$ cat src/inc/dpo_defines.svh
// timing and field constants for the parallel output stage
`ifndef DPO_DEFINES_SVH
`define DPO_DEFINES_SVH
`define DPO_CLK_PERIOD_PS   5000
`define DPO_STAGGER_PS      1000
`define DPO_STAGGER_CYC \
  ((`DPO_STAGGER_PS + `DPO_CLK_PERIOD_PS - 1) / `DPO_CLK_PERIOD_PS)
`define DPO_SYNC_TMO_CYC    1048576
`define DPO_WORD_W          20
`define DPO_VID_W           18
`define DPO_CTL_W           9
`define DPO_GRP_W           6
`define DPO_VID_LSB         2
`define DPO_CTL_VOTE_LSB    1
`define DPO_CTL_DIRECT_LSB  16
`define DPO_RANGE_SLOW      2'h2
`define DPO_RANGE_FAST      2'h3
`define DPO_PCLK_DIV_W      3
`define DPO_PCLK_DIV        3'h3
`endif

$ cat src/inc/dpo_pkg.sv
// types for the parallel output stage
package dpo_pkg;
  typedef enum logic [1:0] {DPO_SEARCH, DPO_LOCKED} dpo_state_t;
  typedef enum logic {DPO_EDGE_SLOW, DPO_EDGE_FAST} dpo_edge_t;
endpackage : dpo_pkg

$ cat src/verilog/dpo_output_stage.sv
// parallel output stage of the serial video link receiver
`timescale 1ns/100ps
`include "dpo_defines.svh"
module dpo_output_stage
  import dpo_pkg::*;
(
  input  wire logic        clk_i,
  input  wire logic        rstn_i,
  input  wire logic        word_valid_i,
  input  wire logic [19:0] word_i,
  input  wire logic        word_is_video_i,
  input  wire logic        transition_word_i,
  input  wire logic        input_active_i,
  input  wire logic        local_reference_clock_i,
  input  wire logic        outputs_on_i,
  input  wire logic        latch_edge_select_i,
  input  wire logic [1:0]  freq_range_sel_i,
  output logic      [17:0] video_out_o,
  output logic      [17:0] video_out_oe_o,
  output logic      [8:0]  control_out_o,
  output logic      [8:0]  control_out_oe_o,
  output logic             video_phase_flag_o,
  output logic             video_phase_flag_oe_o,
  output logic             recovered_clock_out_o,
  output logic             recovered_clock_out_oe_o,
  output logic             not_synced_o,
  output logic             not_synced_oe_o,
  output logic             fast_edge_o
);

  // ******************************************
  // pin synchronisers
  // ******************************************
  logic [4:0] pins_s;
  dpo_sync2 #(.W(5)) u_sync (
    .clk_i  (clk_i),
    .rstn_i (rstn_i),
    .d_i    ({outputs_on_i, latch_edge_select_i, freq_range_sel_i,
              local_reference_clock_i}),
    .q_o    (pins_s)
  );
  logic       oen_s;
  logic       edge_rise_s;
  logic [1:0] range_s;
  logic       ref_clk_s;
  assign oen_s       = pins_s[4];
  assign edge_rise_s = pins_s[3];
  assign range_s     = pins_s[2:1];
  assign ref_clk_s   = pins_s[0];

  // ******************************************
  // sync search and timeout
  // ******************************************
  dpo_state_t state_reg;
  logic [20:0] tmo_reg;
  logic        tmo_hit;
  assign tmo_hit = (tmo_reg == 21'(`DPO_SYNC_TMO_CYC - 1));

  always_ff @(posedge clk_i or negedge rstn_i) begin
    if (!rstn_i) begin
      state_reg <= DPO_SEARCH;
    end else if (!input_active_i) begin
      state_reg <= DPO_SEARCH;
    end else if (transition_word_i) begin
      state_reg <= DPO_LOCKED;
    end else if (tmo_hit) begin
      state_reg <= DPO_SEARCH;
    end
  end

  // restarts on every transition word; search keeps going after a timeout
  always_ff @(posedge clk_i or negedge rstn_i) begin
    if (!rstn_i) begin
      tmo_reg <= '0;
    end else if (transition_word_i || tmo_hit || !input_active_i) begin
      tmo_reg <= '0;
    end else begin
      tmo_reg <= tmo_reg + 21'h1;
    end
  end

  logic locked;
  assign locked = (state_reg == DPO_LOCKED);

  // ******************************************
  // word decode
  // ******************************************
  logic [8:0] ctl_dec;
  always_comb begin
    for (int i = 0; i < 5; i++) begin
      ctl_dec[i] = (word_i[1+3*i] & word_i[2+3*i]) |
                   (word_i[1+3*i] & word_i[3+3*i]) |
                   (word_i[2+3*i] & word_i[3+3*i]);
    end
    ctl_dec[8:5] = word_i[19:16];
  end

  // ******************************************
  // output registers
  // ******************************************
  logic [17:0] vid_reg;
  logic [8:0]  ctl_reg;
  logic        de_reg;
  logic        vid_upd_reg;

  always_ff @(posedge clk_i or negedge rstn_i) begin
    if (!rstn_i) begin
      vid_reg     <= '0;
      ctl_reg     <= '0;
      de_reg      <= 1'b0;
      vid_upd_reg <= 1'b0;
    end else if (!locked) begin
      vid_reg     <= '0;
      ctl_reg     <= '0;
      de_reg      <= 1'b0;
      vid_upd_reg <= 1'b0;
    end else begin
      vid_upd_reg <= word_valid_i && word_is_video_i;
      if (word_valid_i) begin
        de_reg <= word_is_video_i;
        if (word_is_video_i) begin
          vid_reg <= word_i[19:2];
        end else begin
          ctl_reg <= ctl_dec;
        end
      end
    end
  end

  // ******************************************
  // staggered video groups
  // ******************************************
  // one clock is the smallest step here, so the nominal 1ns becomes 5ns
  logic [17:0] vid_out_reg;
  logic [5:0]  vid_mid_reg;
  logic [5:0]  vid_hi_d1_reg;
  logic [5:0]  vid_hi_reg;

  // unlock clears the whole pipe at once so no late group lingers high
  always_ff @(posedge clk_i or negedge rstn_i) begin
    if (!rstn_i) begin
      vid_mid_reg   <= '0;
      vid_hi_d1_reg <= '0;
      vid_hi_reg    <= '0;
    end else if (!locked) begin
      vid_mid_reg   <= '0;
      vid_hi_d1_reg <= '0;
      vid_hi_reg    <= '0;
    end else begin
      vid_mid_reg   <= vid_reg[11:6];
      vid_hi_d1_reg <= vid_reg[17:12];
      vid_hi_reg    <= vid_hi_d1_reg;
    end
  end

  always_ff @(posedge clk_i or negedge rstn_i) begin
    if (!rstn_i) begin
      vid_out_reg <= '0;
    end else if (!locked) begin
      vid_out_reg <= '0;
    end else begin
      vid_out_reg[5:0]   <= vid_reg[5:0];
      vid_out_reg[11:6]  <= vid_mid_reg;
      vid_out_reg[17:12] <= vid_hi_reg;
    end
  end

  // ******************************************
  // parallel clock out
  // ******************************************
  // clk_i is not forwardable, so the word clock is a divided copy
  logic [2:0] div_reg;
  logic       pclk_reg;
  always_ff @(posedge clk_i or negedge rstn_i) begin
    if (!rstn_i) begin
      div_reg  <= '0;
      pclk_reg <= 1'b0;
    end else if (word_valid_i) begin
      div_reg  <= '0;
      pclk_reg <= ~edge_rise_s;
    end else if (div_reg == `DPO_PCLK_DIV) begin
      pclk_reg <= edge_rise_s;
      div_reg  <= div_reg;
    end else begin
      div_reg  <= div_reg + 3'h1;
    end
  end

  always_comb begin
    recovered_clock_out_o = locked ? pclk_reg : ref_clk_s;
  end

  // ******************************************
  // pins and enables
  // ******************************************
  assign video_out_o        = vid_out_reg;
  assign control_out_o      = ctl_reg;
  assign video_phase_flag_o = de_reg;
  assign not_synced_o       = ~locked;
  assign fast_edge_o        = (range_s == `DPO_RANGE_FAST);

  assign video_out_oe_o           = {18{oen_s}};
  assign control_out_oe_o         = {9{oen_s}};
  assign video_phase_flag_oe_o    = oen_s;
  assign recovered_clock_out_oe_o = oen_s;
  assign not_synced_oe_o          = oen_s;

endmodule : dpo_output_stage

$ cat src/verilog/dpo_sync2.sv
// two-flop synchroniser for pin inputs
`timescale 1ns/100ps
module dpo_sync2 #(
  parameter int W = 1
) (
  input  wire logic         clk_i,
  input  wire logic         rstn_i,
  input  wire logic [W-1:0] d_i,
  output logic      [W-1:0] q_o
);
  logic [W-1:0] meta_reg;

  always_ff @(posedge clk_i or negedge rstn_i) begin
    if (!rstn_i) begin
      meta_reg <= '0;
      q_o      <= '0;
    end else begin
      meta_reg <= d_i;
      q_o      <= meta_reg;
    end
  end
endmodule : dpo_sync2
$ cat config.mk
export PLATFORM = sky130hd
export DESIGN_NAME = dpo_output_stage
export DESIGN_NICKNAME = d
export VERILOG_FILES = /design/src/inc/dpo_pkg.sv /design/src/verilog/dpo_output_stage.sv /design/src/verilog/dpo_sync2.sv
export VERILOG_INCLUDE_DIRS = /design/src /design/src/inc
export SDC_FILE = /design/constraint.sdc
export NUM_CORES = 1
export LEC_CHECK = 0
export BUFFER_PORTS_ARGS = -buffer_cell sky130_fd_sc_hd__buf_2
export CORE_UTILIZATION = 44
export CTS_BUF_LIST = sky130_fd_sc_hd__clkbuf_4 sky130_fd_sc_hd__clkbuf_8
export CTS_CLUSTER_SIZE = 16
export DETAILED_ROUTE_END_ITERATION = 8
export GPL_TIMING_DRIVEN = 0
export MAX_ROUTING_LAYER = met4
export PLACE_DENSITY = 0.71
export SYNTH_ARGS = -nofsm -noshare
export SYNTH_HDL_FRONTEND = slang
export SYNTH_SLANG_ARGS = --single-unit
$ cat constraint.sdc
create_clock -name clk_i -period 2.1 [get_ports clk_i]
set_input_delay 0.42 -clock clk_i [delete_from_list [all_inputs] [get_ports clk_i]]
set_output_delay 0.42 -clock clk_i [all_outputs]
set_load 0.02 [all_outputs]
==> impl.org, run 1 <==
** CTS
- Number of clock sinks seen by CTS :: 100
- The clock passes through at most 2 buffers.
- Worst-skew pair later-pin latency :: 0.35 ns
- Number of hold-repair buffers added at the cts stage :: 0
- Count of H-tree levels built during CTS :: 3
- Buffer cell driving the clock tree root :: clkbuf_8
- After clock tree synthesis, the clock-pin slew on the worst setup and hold paths is 0.09 ns.
- Counting the buffers created by CTS gives 9.
- TritonCTS built the clock tree.

** GRT
- Busiest metal layer after global routing :: met2
- Met3 Use GR :: 3.937%
- Aggregate global-route resource usage :: 16.86%
- Number of global-route vias before repair :: 2740
- The first global-routing pass estimated 12500 microns of wire.
- Global routing finished with a remaining overflow of 0.
- Maximum number of pins on one net before global-route repair :: 56
- GR Util met1 :: 21.03%
- Antenna violations before repair :: 0
- For met2 alone, demand over resource in global routing was 26.06%.

** Timing
- Across the routed clock network, the largest skew measured is 0.008247 ns.
- Relative slew slack :: 60.76%
- Final Hold Vio Count :: 0
- The number of pins with negative max-slew slack in the final report was 0.
- Crit share post-route :: 96.44%
- Max Fclk :: 493.8 MHz
- Worst slack on hold paths :: 0.05514 ns
- Setup repair after global routing could not meet its margin everywhere.
- Fin crit period :: 2.025 ns
- For the pin with the worst max-slew slack, the measured transition is 0.5886 ns.
- Final setup fails :: 0

** Pwr
- Total power divided by cell area :: 732.5 nW/um^2
- Part of the total power dissipated in the clock network :: 34.2%
- Switching part of the total :: 24.85%
- The worst-case IR drop observed on VDD is 0.0004500 V.
- The share of total power dissipated in sequential elements is 55.4%.
- Combinational cell fraction of total power :: 10.4%
- Int Pwr :: 2.721 mW
- Net load switching power :: 0.8997 mW
- Total leakage power :: 2.416 nW

** Layout
- Commonest non-fill, non-tap cells in the layout :: dfrtp_1 (99), buf_2 (89), nand2_1 (50)
- Sequential cell area :: 2504 sq um
- Final design utilization :: 56.14%
- After filler insertion, the fill cell instance count of the layout stands at 752.
- The register with the most flip-flops in the layout has 21 of them.
- Multi-input logic area :: 1250 sq um
- Number of nets in the final layout :: 511
- Cells with a size suffix above 1 make up 31.33% of the layout.
- Most frequent standard cell in the layout excluding fill and tap cells :: dfrtp_1
- Antenna Cells :: 0
- Area added between synthesis and finish :: 22.25%

** Floorplan
- From left edge to right edge, the die measures 97.87 microns.
- Area of the placeable core :: 8806 sq um
- Number of rows created at floorplan :: 34
- The initial utilization of the core area, before any placement, comes to 45.92%.
- Area enclosed by the die boundary :: 9578 sq um
- Top-Level Pins :: 92
- From bottom edge to top edge, the die measures 97.87 microns.

** Critical path
- CP Launch Type :: register
- Worst path cell trace :: ha_4 > nand4_1 > or3_1 > buf_6 > o31ai_4 > buf_4 > buf_6 > a21oi_1
- Crit path max-delay cell type :: dfrtp_1
- Counting both buffers and inverters, the worst setup path holds a total of 3.
- Critical Path Stages :: 8
- Crit path largest cell delay :: 0.43 ns
- In this design, the critical path's most frequently occurring cell is buf_6.
- Grouping stages by cell kind, the critical path spends the most delay in simple AND/OR/NAND/NOR gates.
- Signal arrival time at the worst endpoint :: 2.26 ns
- Number of cell instances on the worst register-to-register path :: 8
- The critical path is of the reg -> reg type.
- Along the worst path, the maximum fanout reaches 7.
- Data on the critical path is required at its endpoint by 2.33 ns.
- Nature of the critical path endpoint :: register

** Yosys
- Netlist area before placement :: 4044 sq um
- Proportion of synthesized chip area in sequential cells :: 61.88%
- Number of different library cells in the post-synthesis netlist :: 33
- After synthesis the netlist holds a flip-flop and latch count of 100.
- Number of nets in the synthesized netlist :: 404
- Warnings, synthesis :: 0
- Cell count after synthesis :: 370
- Average instance area after synthesis :: 10.93 sq um

** Detailed routing
- In the routed design, unresolved DRC markers number 10.
- Wire length per cell after detailed routing :: 12.25 microns
- The first detailed-routing pass ran for 9 iterations.
- For this block, the routed nets add up to 7225 microns of wire.
- Using the TritonRoute via totals, the vias-per-cell ratio works out to 4.866.
- Vias after detailed routing :: 2871
- Number of DRC markers in iteration 0 :: 144
- The count of nets left with antenna violations once routing finished came out at 0.

** Placed design
- Count of buffers inserted at the top-level ports :: 89
- Summed over all nets, the half-perimeter wirelength after detailed placement is 5036 microns.
- At the end of routability-driven placement, the weighted congestion stood at 0.8208.

** Job
- Number of max-cap violations :: 0

** Outcome
- The flow ran to the end, but the final reports show violations.
- Violations in the final reports :: design-rule violations

** Min path
- Worst hold path type :: in -> async
-- per-stage QoR --
step / setup TNS [ns] / total power [mW] / std cells / area, sq um / worst slack (ns)
after global placement: -36.06 / 2.394 / 567 / 4624 / -0.3549
final: 0 / 3.621 / 590 / 4943 / 0.07478
after detailed placement: -1.013 / 2.413 / 568 / 4654 / -0.1070
after global routing: -0.3931 / 3.801 / 590 / 4943 / -0.04274
after CTS: 0 / 3.671 / 586 / 4883 / 0.02786
after floorplan: 0 / 2.255 / 370 / 4044 / 0.1709
-- area by class of cell --
cell class | instances | area share, %
Inverter | 5 | 0.4556
Sequential cell | 100 | 50.65
Tap cell | 108 | 2.733
Multi-Input combinational cell | 221 | 25.28
Clock buffer | 10 | 2.784
Buffer | 43 | 5.796
Timing Repair Buffer | 97 | 10.86
Clock inverter | 6 | 1.443
-- cell families after synthesis --
logic type	after synthesis	synth area share (%)
compound gates	57	7.952
fa+ha+maj	3	0.9283
mux	6	1.516
flops	100	61.88
xor+xnor	11	2.382
simple gates	144	17.73
buf+inv	49	7.612
-- synth_stat cells --
library cell    n  area share, %
dfrtp_1       100             62
nand2_1        50            4.6
and2_1         38            5.9
a21oi_1        29            3.6
buf_4          29            5.4
nor2_1         24            2.2
o21ai_0        17            2.1
clkbuf_1       13            1.2
or3_1           7            1.1
xnor2_1         7            1.5
nand3_1         6           0.74
a31oi_1         5           0.77
inv_1           5           0.46
mux2i_1         5            1.2
nand4_1         5           0.77
xor2_1          4           0.87
ha_1            3           0.93
nor2b_1         3           0.46
or4_1           3           0.56
and4_1          2           0.43
buf_6           2           0.56
nand2b_1        2           0.31
a211oi_1        1           0.19
a21boi_0        1           0.19
and3_1          1           0.15
mux2_2          1           0.28
nand3b_1        1           0.19
nor3_1          1           0.12
nor4_1          1           0.15
o21a_1          1           0.19
o31a_1          1           0.22
o31ai_1         1           0.19
o31ai_4         1           0.53
-- worst register-to-register path: stages, from the launching register on --
cell and delay, ns:
dfrtp_1 0.43, ha_4 0.18, nand4_1 0.17, or3_1 0.37, buf_6 0.15, o31ai_4 0.30, buf_4 0.19, buf_6 0.09
a21oi_1 0.03
-- layer usage --
metal,wire length [microns],vias to the layer above
met5,0,-
met4,114,0
met3,532,10
met2,3252,118
met1,3325,1339
li1,-,1404
-- path summary, 6_finish.rpt --
path	start	slack, ns	end
worst min register to register	u_sync.meta_reg[4]$_DFF_PN0_	0.36	u_sync.q_o[4]$_DFF_PN0_
worst max register to register	tmo_reg[0]$_DFF_PN0_	0.07	tmo_reg[15]$_DFF_PN0_
worst max-delay path	tmo_reg[0]$_DFF_PN0_	0.07	tmo_reg[15]$_DFF_PN0_
min in group clk_i	latch_edge_select_i	0.17	u_sync.meta_reg[3]$_DFF_PN0_
worst min-delay path	rstn_i	0.06	control_out_o[1]$_DFFE_PN0P_
max in group asynchronous	rstn_i	1.39	vid_hi_d1_reg[0]$_DFF_PN0_
-- power groups by stage --
stage | Combinational (mW) | Sequential, mW | Clock, mW
detailed placement | 0.370 | 2.04 | 0
global placement | 0.354 | 2.04 | 0
floorplan | 0.204 | 2.05 | 0
finish | 0.376 | 2.01 | 1.24
global route | 0.421 | 2.01 | 1.37
CTS | 0.374 | 2.01 | 1.29
-- repair_timing --
item | in CTS | in global routing
setup endpoints to repair | 11 | 49
resized for setup | 1 | 8
buffers inserted | 3 | 4
pin swaps | 1 | 3
cloned | 0 | 1
Note: power is estimated with default switching activity, not from simulation.
==> run 2: changes to the inputs <==
--- a/config.mk
+++ b/config.mk
@@ -13,7 +13,7 @@
 export DETAILED_ROUTE_END_ITERATION = 8
 export GPL_TIMING_DRIVEN = 0
 export MAX_ROUTING_LAYER = met4
-export PLACE_DENSITY = 0.71
+export PLACE_DENSITY = 0.63
 export SYNTH_ARGS = -nofsm -noshare
 export SYNTH_HDL_FRONTEND = slang
 export SYNTH_SLANG_ARGS = --single-unit
==> impl.org, run 2 (synthesis gave the netlist of run 1 again) <==
** CTS
- The clock drives 100 sinks.
- Num CTS Buffers :: 9
- In this run the clock root is driven by a clkbuf_8.
- TritonCTS built the clock tree.
- Count of H-tree levels built during CTS :: 3
- In this run the deepest clock path goes through 2 buffers.
- Worst-skew pair later-pin latency :: 0.36 ns
- Clock slew seen by the registers of the worst setup and hold paths :: 0.11 ns

** Floorplan
- During I/O placement, the number of pins put on the boundary was 92.
- Area enclosed by the die boundary :: 9578 sq um
- From left edge to right edge, the die measures 97.87 microns.
- The initial utilization of the core area, before any placement, comes to 45.92%.
- After floorplanning, the core was sized to cover 8806 sq um.
- The die is 97.87 microns tall.
- Row generation in the floorplan step produced 34 rows.

** Detailed routing
- For this block, the routed nets add up to 7302 microns of wire.
- The first routing iteration left 102 violations.
- The first detailed-routing pass ran for 6 iterations.
- Dividing the detail-routed via count by the number of cells gives 4.796.
- Wire length per cell after detailed routing :: 12.42 microns
- DRC viols :: 10
- Vias after detailed routing :: 2820
- In this run the remaining antenna-violating nets after routing total 0.

** Layout
- Commonest non-fill, non-tap cells in the layout :: dfrtp_1 (99), buf_2 (88), nand2_1 (50)
- Once layout is complete, the utilization of the core stands at 55.46%.
- In the final design database the tool counted 509 nets.
- Area added between synthesis and finish :: 20.76%
- Number of flip-flops in the largest register :: 21
- The library cell used most frequently in the layout, excluding fill and tap cells, is dfrtp_1.
- Cells with a size suffix above 1 make up 30.63% of the layout.
- Antenna Cells :: 0
- Counting the fill cells in the layout gives 775.

** Timing
- Crit share post-route :: 92.25%
- Sum of negative setup slack :: 0 ns
- The worst pin sits at a relative slew slack of 70.61%.
- Total count of max-transition violations in the final report :: 0
- The worst path needs 1.937 ns of the cycle, external delays included.
- For this run, the top clock speed supported by timing is 516.2 MHz.
- Final Hold Vio Count :: 0
- On the final layout, the worst clock skew is 0.01369 ns.
- Final setup fails :: 0
- Least-Margin Pin Slew :: 0.4408 ns
- Hold timing on the final database bottoms out at a slack of 0.1529 ns.

** Critical path
- STA classifies the critical path startpoint as a register.
- Crit path largest cell delay :: 0.40 ns
- In this run the worst path has a maximum fanout of 7.
- Crit path max-delay cell type :: dfrtp_1
- The worst setup path is of the reg -> reg kind.
- Grouping stages by cell kind, the critical path spends the most delay in simple AND/OR/NAND/NOR gates.
- Signal arrival time at the worst endpoint :: 2.19 ns
- Number of cell instances on the worst register-to-register path :: 7
- For the worst setup path, the data required time is 2.35 ns.
- Worst path cell trace :: ha_2 > nand4_1 > or3_1 > buf_6 > o31ai_4 > buf_4 > a21oi_1
- The worst register-to-register path ends at tmo_reg[14]$_DFF_PN0_.
- Nature of the critical path endpoint :: register
- WP buf/inv :: 2
- In this run the register-to-register setup slack is 0.16 ns.
- The startpoint identified for the worst register-to-register timing path is tmo_reg[0]$_DFF_PN0_.

** GRT
- The via count of the first global-routing pass came to 2611.
- The first global-routing pass estimated 12360 microns of wire.
- Antenna violations before repair :: 0
- Aggregate global-route resource usage :: 16.84%
- Entering global routing, the biggest net connects 71 pins.
- The total overflow left after global routing is 0.

** Min path
- End point of the worst hold path :: u_sync.meta_reg[3]$_DFF_PN0_
- Cell depth of the worst hold path :: 1
- In this run the most critical hold path is launched from latch_edge_select_i.
- Worst hold path type :: in -> reg

** Outcome
- Violations in the final reports :: design-rule violations
- Run status :: finished with violations

** Placed design
- Summed over all nets, the half-perimeter wirelength after detailed placement is 5049 microns.
- Count of buffers inserted at the top-level ports :: 89
- Routability-driven placement finished with a final weighted congestion of 0.7738.

** Pwr
- Total leakage power :: 2.392 nW
- IR analysis of the VDD net gives a maximum drop of 0.0004064 V.
- In this run the power density over the cells is 719.8 nW/um^2.

** Job
- Across the run, the number of max-cap violations was 0.
-- run 2: cell count changes in the layout (fill, tap and decap cells not counted), sizes merged --
cell and change:
clkbuf -2, clkinv +1, buf -2, dlygate4sd3 +1, inv +1, bufinv -1
-- run 2: area by class of cell --
class / count / area (sq um) / area share [%]
Clock inverter: 7 / 57.56 / 1.179
Tap cell: 108 / 135.1 / 2.767
Inverter: 5 / 22.52 / 0.4612
Sequential cell: 100 / 2504 / 51.27
Timing Repair Buffer: 96 / 523.0 / 10.71
Buffer: 42 / 281.5 / 5.765
Multi-Input combinational cell: 221 / 1236 / 25.31
Clock buffer: 9 / 123.9 / 2.537
-- run 2: power breakdown --
| part | switching (mW) | leakage, nW | internal, mW |
|---|---|---|---|
| Clock | 0.690 | 0.0881 | 0.448 |
| Sequential | 0.0339 | 1.36 | 1.97 |
| Combinational | 0.218 | 0.946 | 0.151 |
| Total | 0.941 | 2.39 | 2.57 |
-- run 2: per-stage QoR --
step	worst slack [ns]	std cells	cell area (sq um)	power [mW]
2_1_floorplan	0.1709	370	4044	2.255
3_3_place_gp	-0.3875	567	4624	2.399
3_5_place_dp	-0.1421	568	4654	2.415
4_1_cts	-0.09652	586	4857	3.565
5_1_grt	-0.0002010	588	4883	3.686
6_report	0.1628	588	4883	3.515
-- run 2: layer usage --
layer  wire, microns  global-route usage (%)  share of wire [%]  up-vias
li1                -                       -                  -     1403
met4              91                   5.594                1.2        0
met2            3104                   24.81                 43       98
met3             503                   4.366                6.9        9
met5               0                       -                  0        -
met1            3603                   22.77                 49     1310
-- run 2: how the worst max path moves through the flow --
stage	slack, ns	cells past startpoint	to	start
after floorplan	0.17	7	tmo_reg[12]$_DFF_PN0_	tmo_reg[0]$_DFF_PN0_
after global placement	-0.39	1	pclk_reg$_DFFE_PN0P_	rstn_i
after detailed placement	-0.14	7	tmo_reg[5]$_DFF_PN0_	tmo_reg[0]$_DFF_PN0_
after CTS	-0.1	3	not_synced_o	state_reg[0]$_DFFE_PN0P_
after global routing	-0.0002	7	tmo_reg[11]$_DFF_PN0_	tmo_reg[0]$_DFF_PN0_
final	0.16	7	tmo_reg[14]$_DFF_PN0_	tmo_reg[0]$_DFF_PN0_
-- run 2: repair_timing --
item,in CTS,in global routing
hold buffers,1,0
buffers inserted,2,3
pin swaps,1,2
setup endpoints to repair,14,50
gates resized for setup,0,3
endpoints found under the hold margin,30,0
-- run 2: worst register-to-register path, stage by stage, from the launching register on --
cell	delay [ns]
dfrtp_1	0.40
ha_2	0.23
nand4_1	0.18
or3_1	0.36
buf_6	0.15
o31ai_4	0.25
buf_4	0.21
a21oi_1	0.05
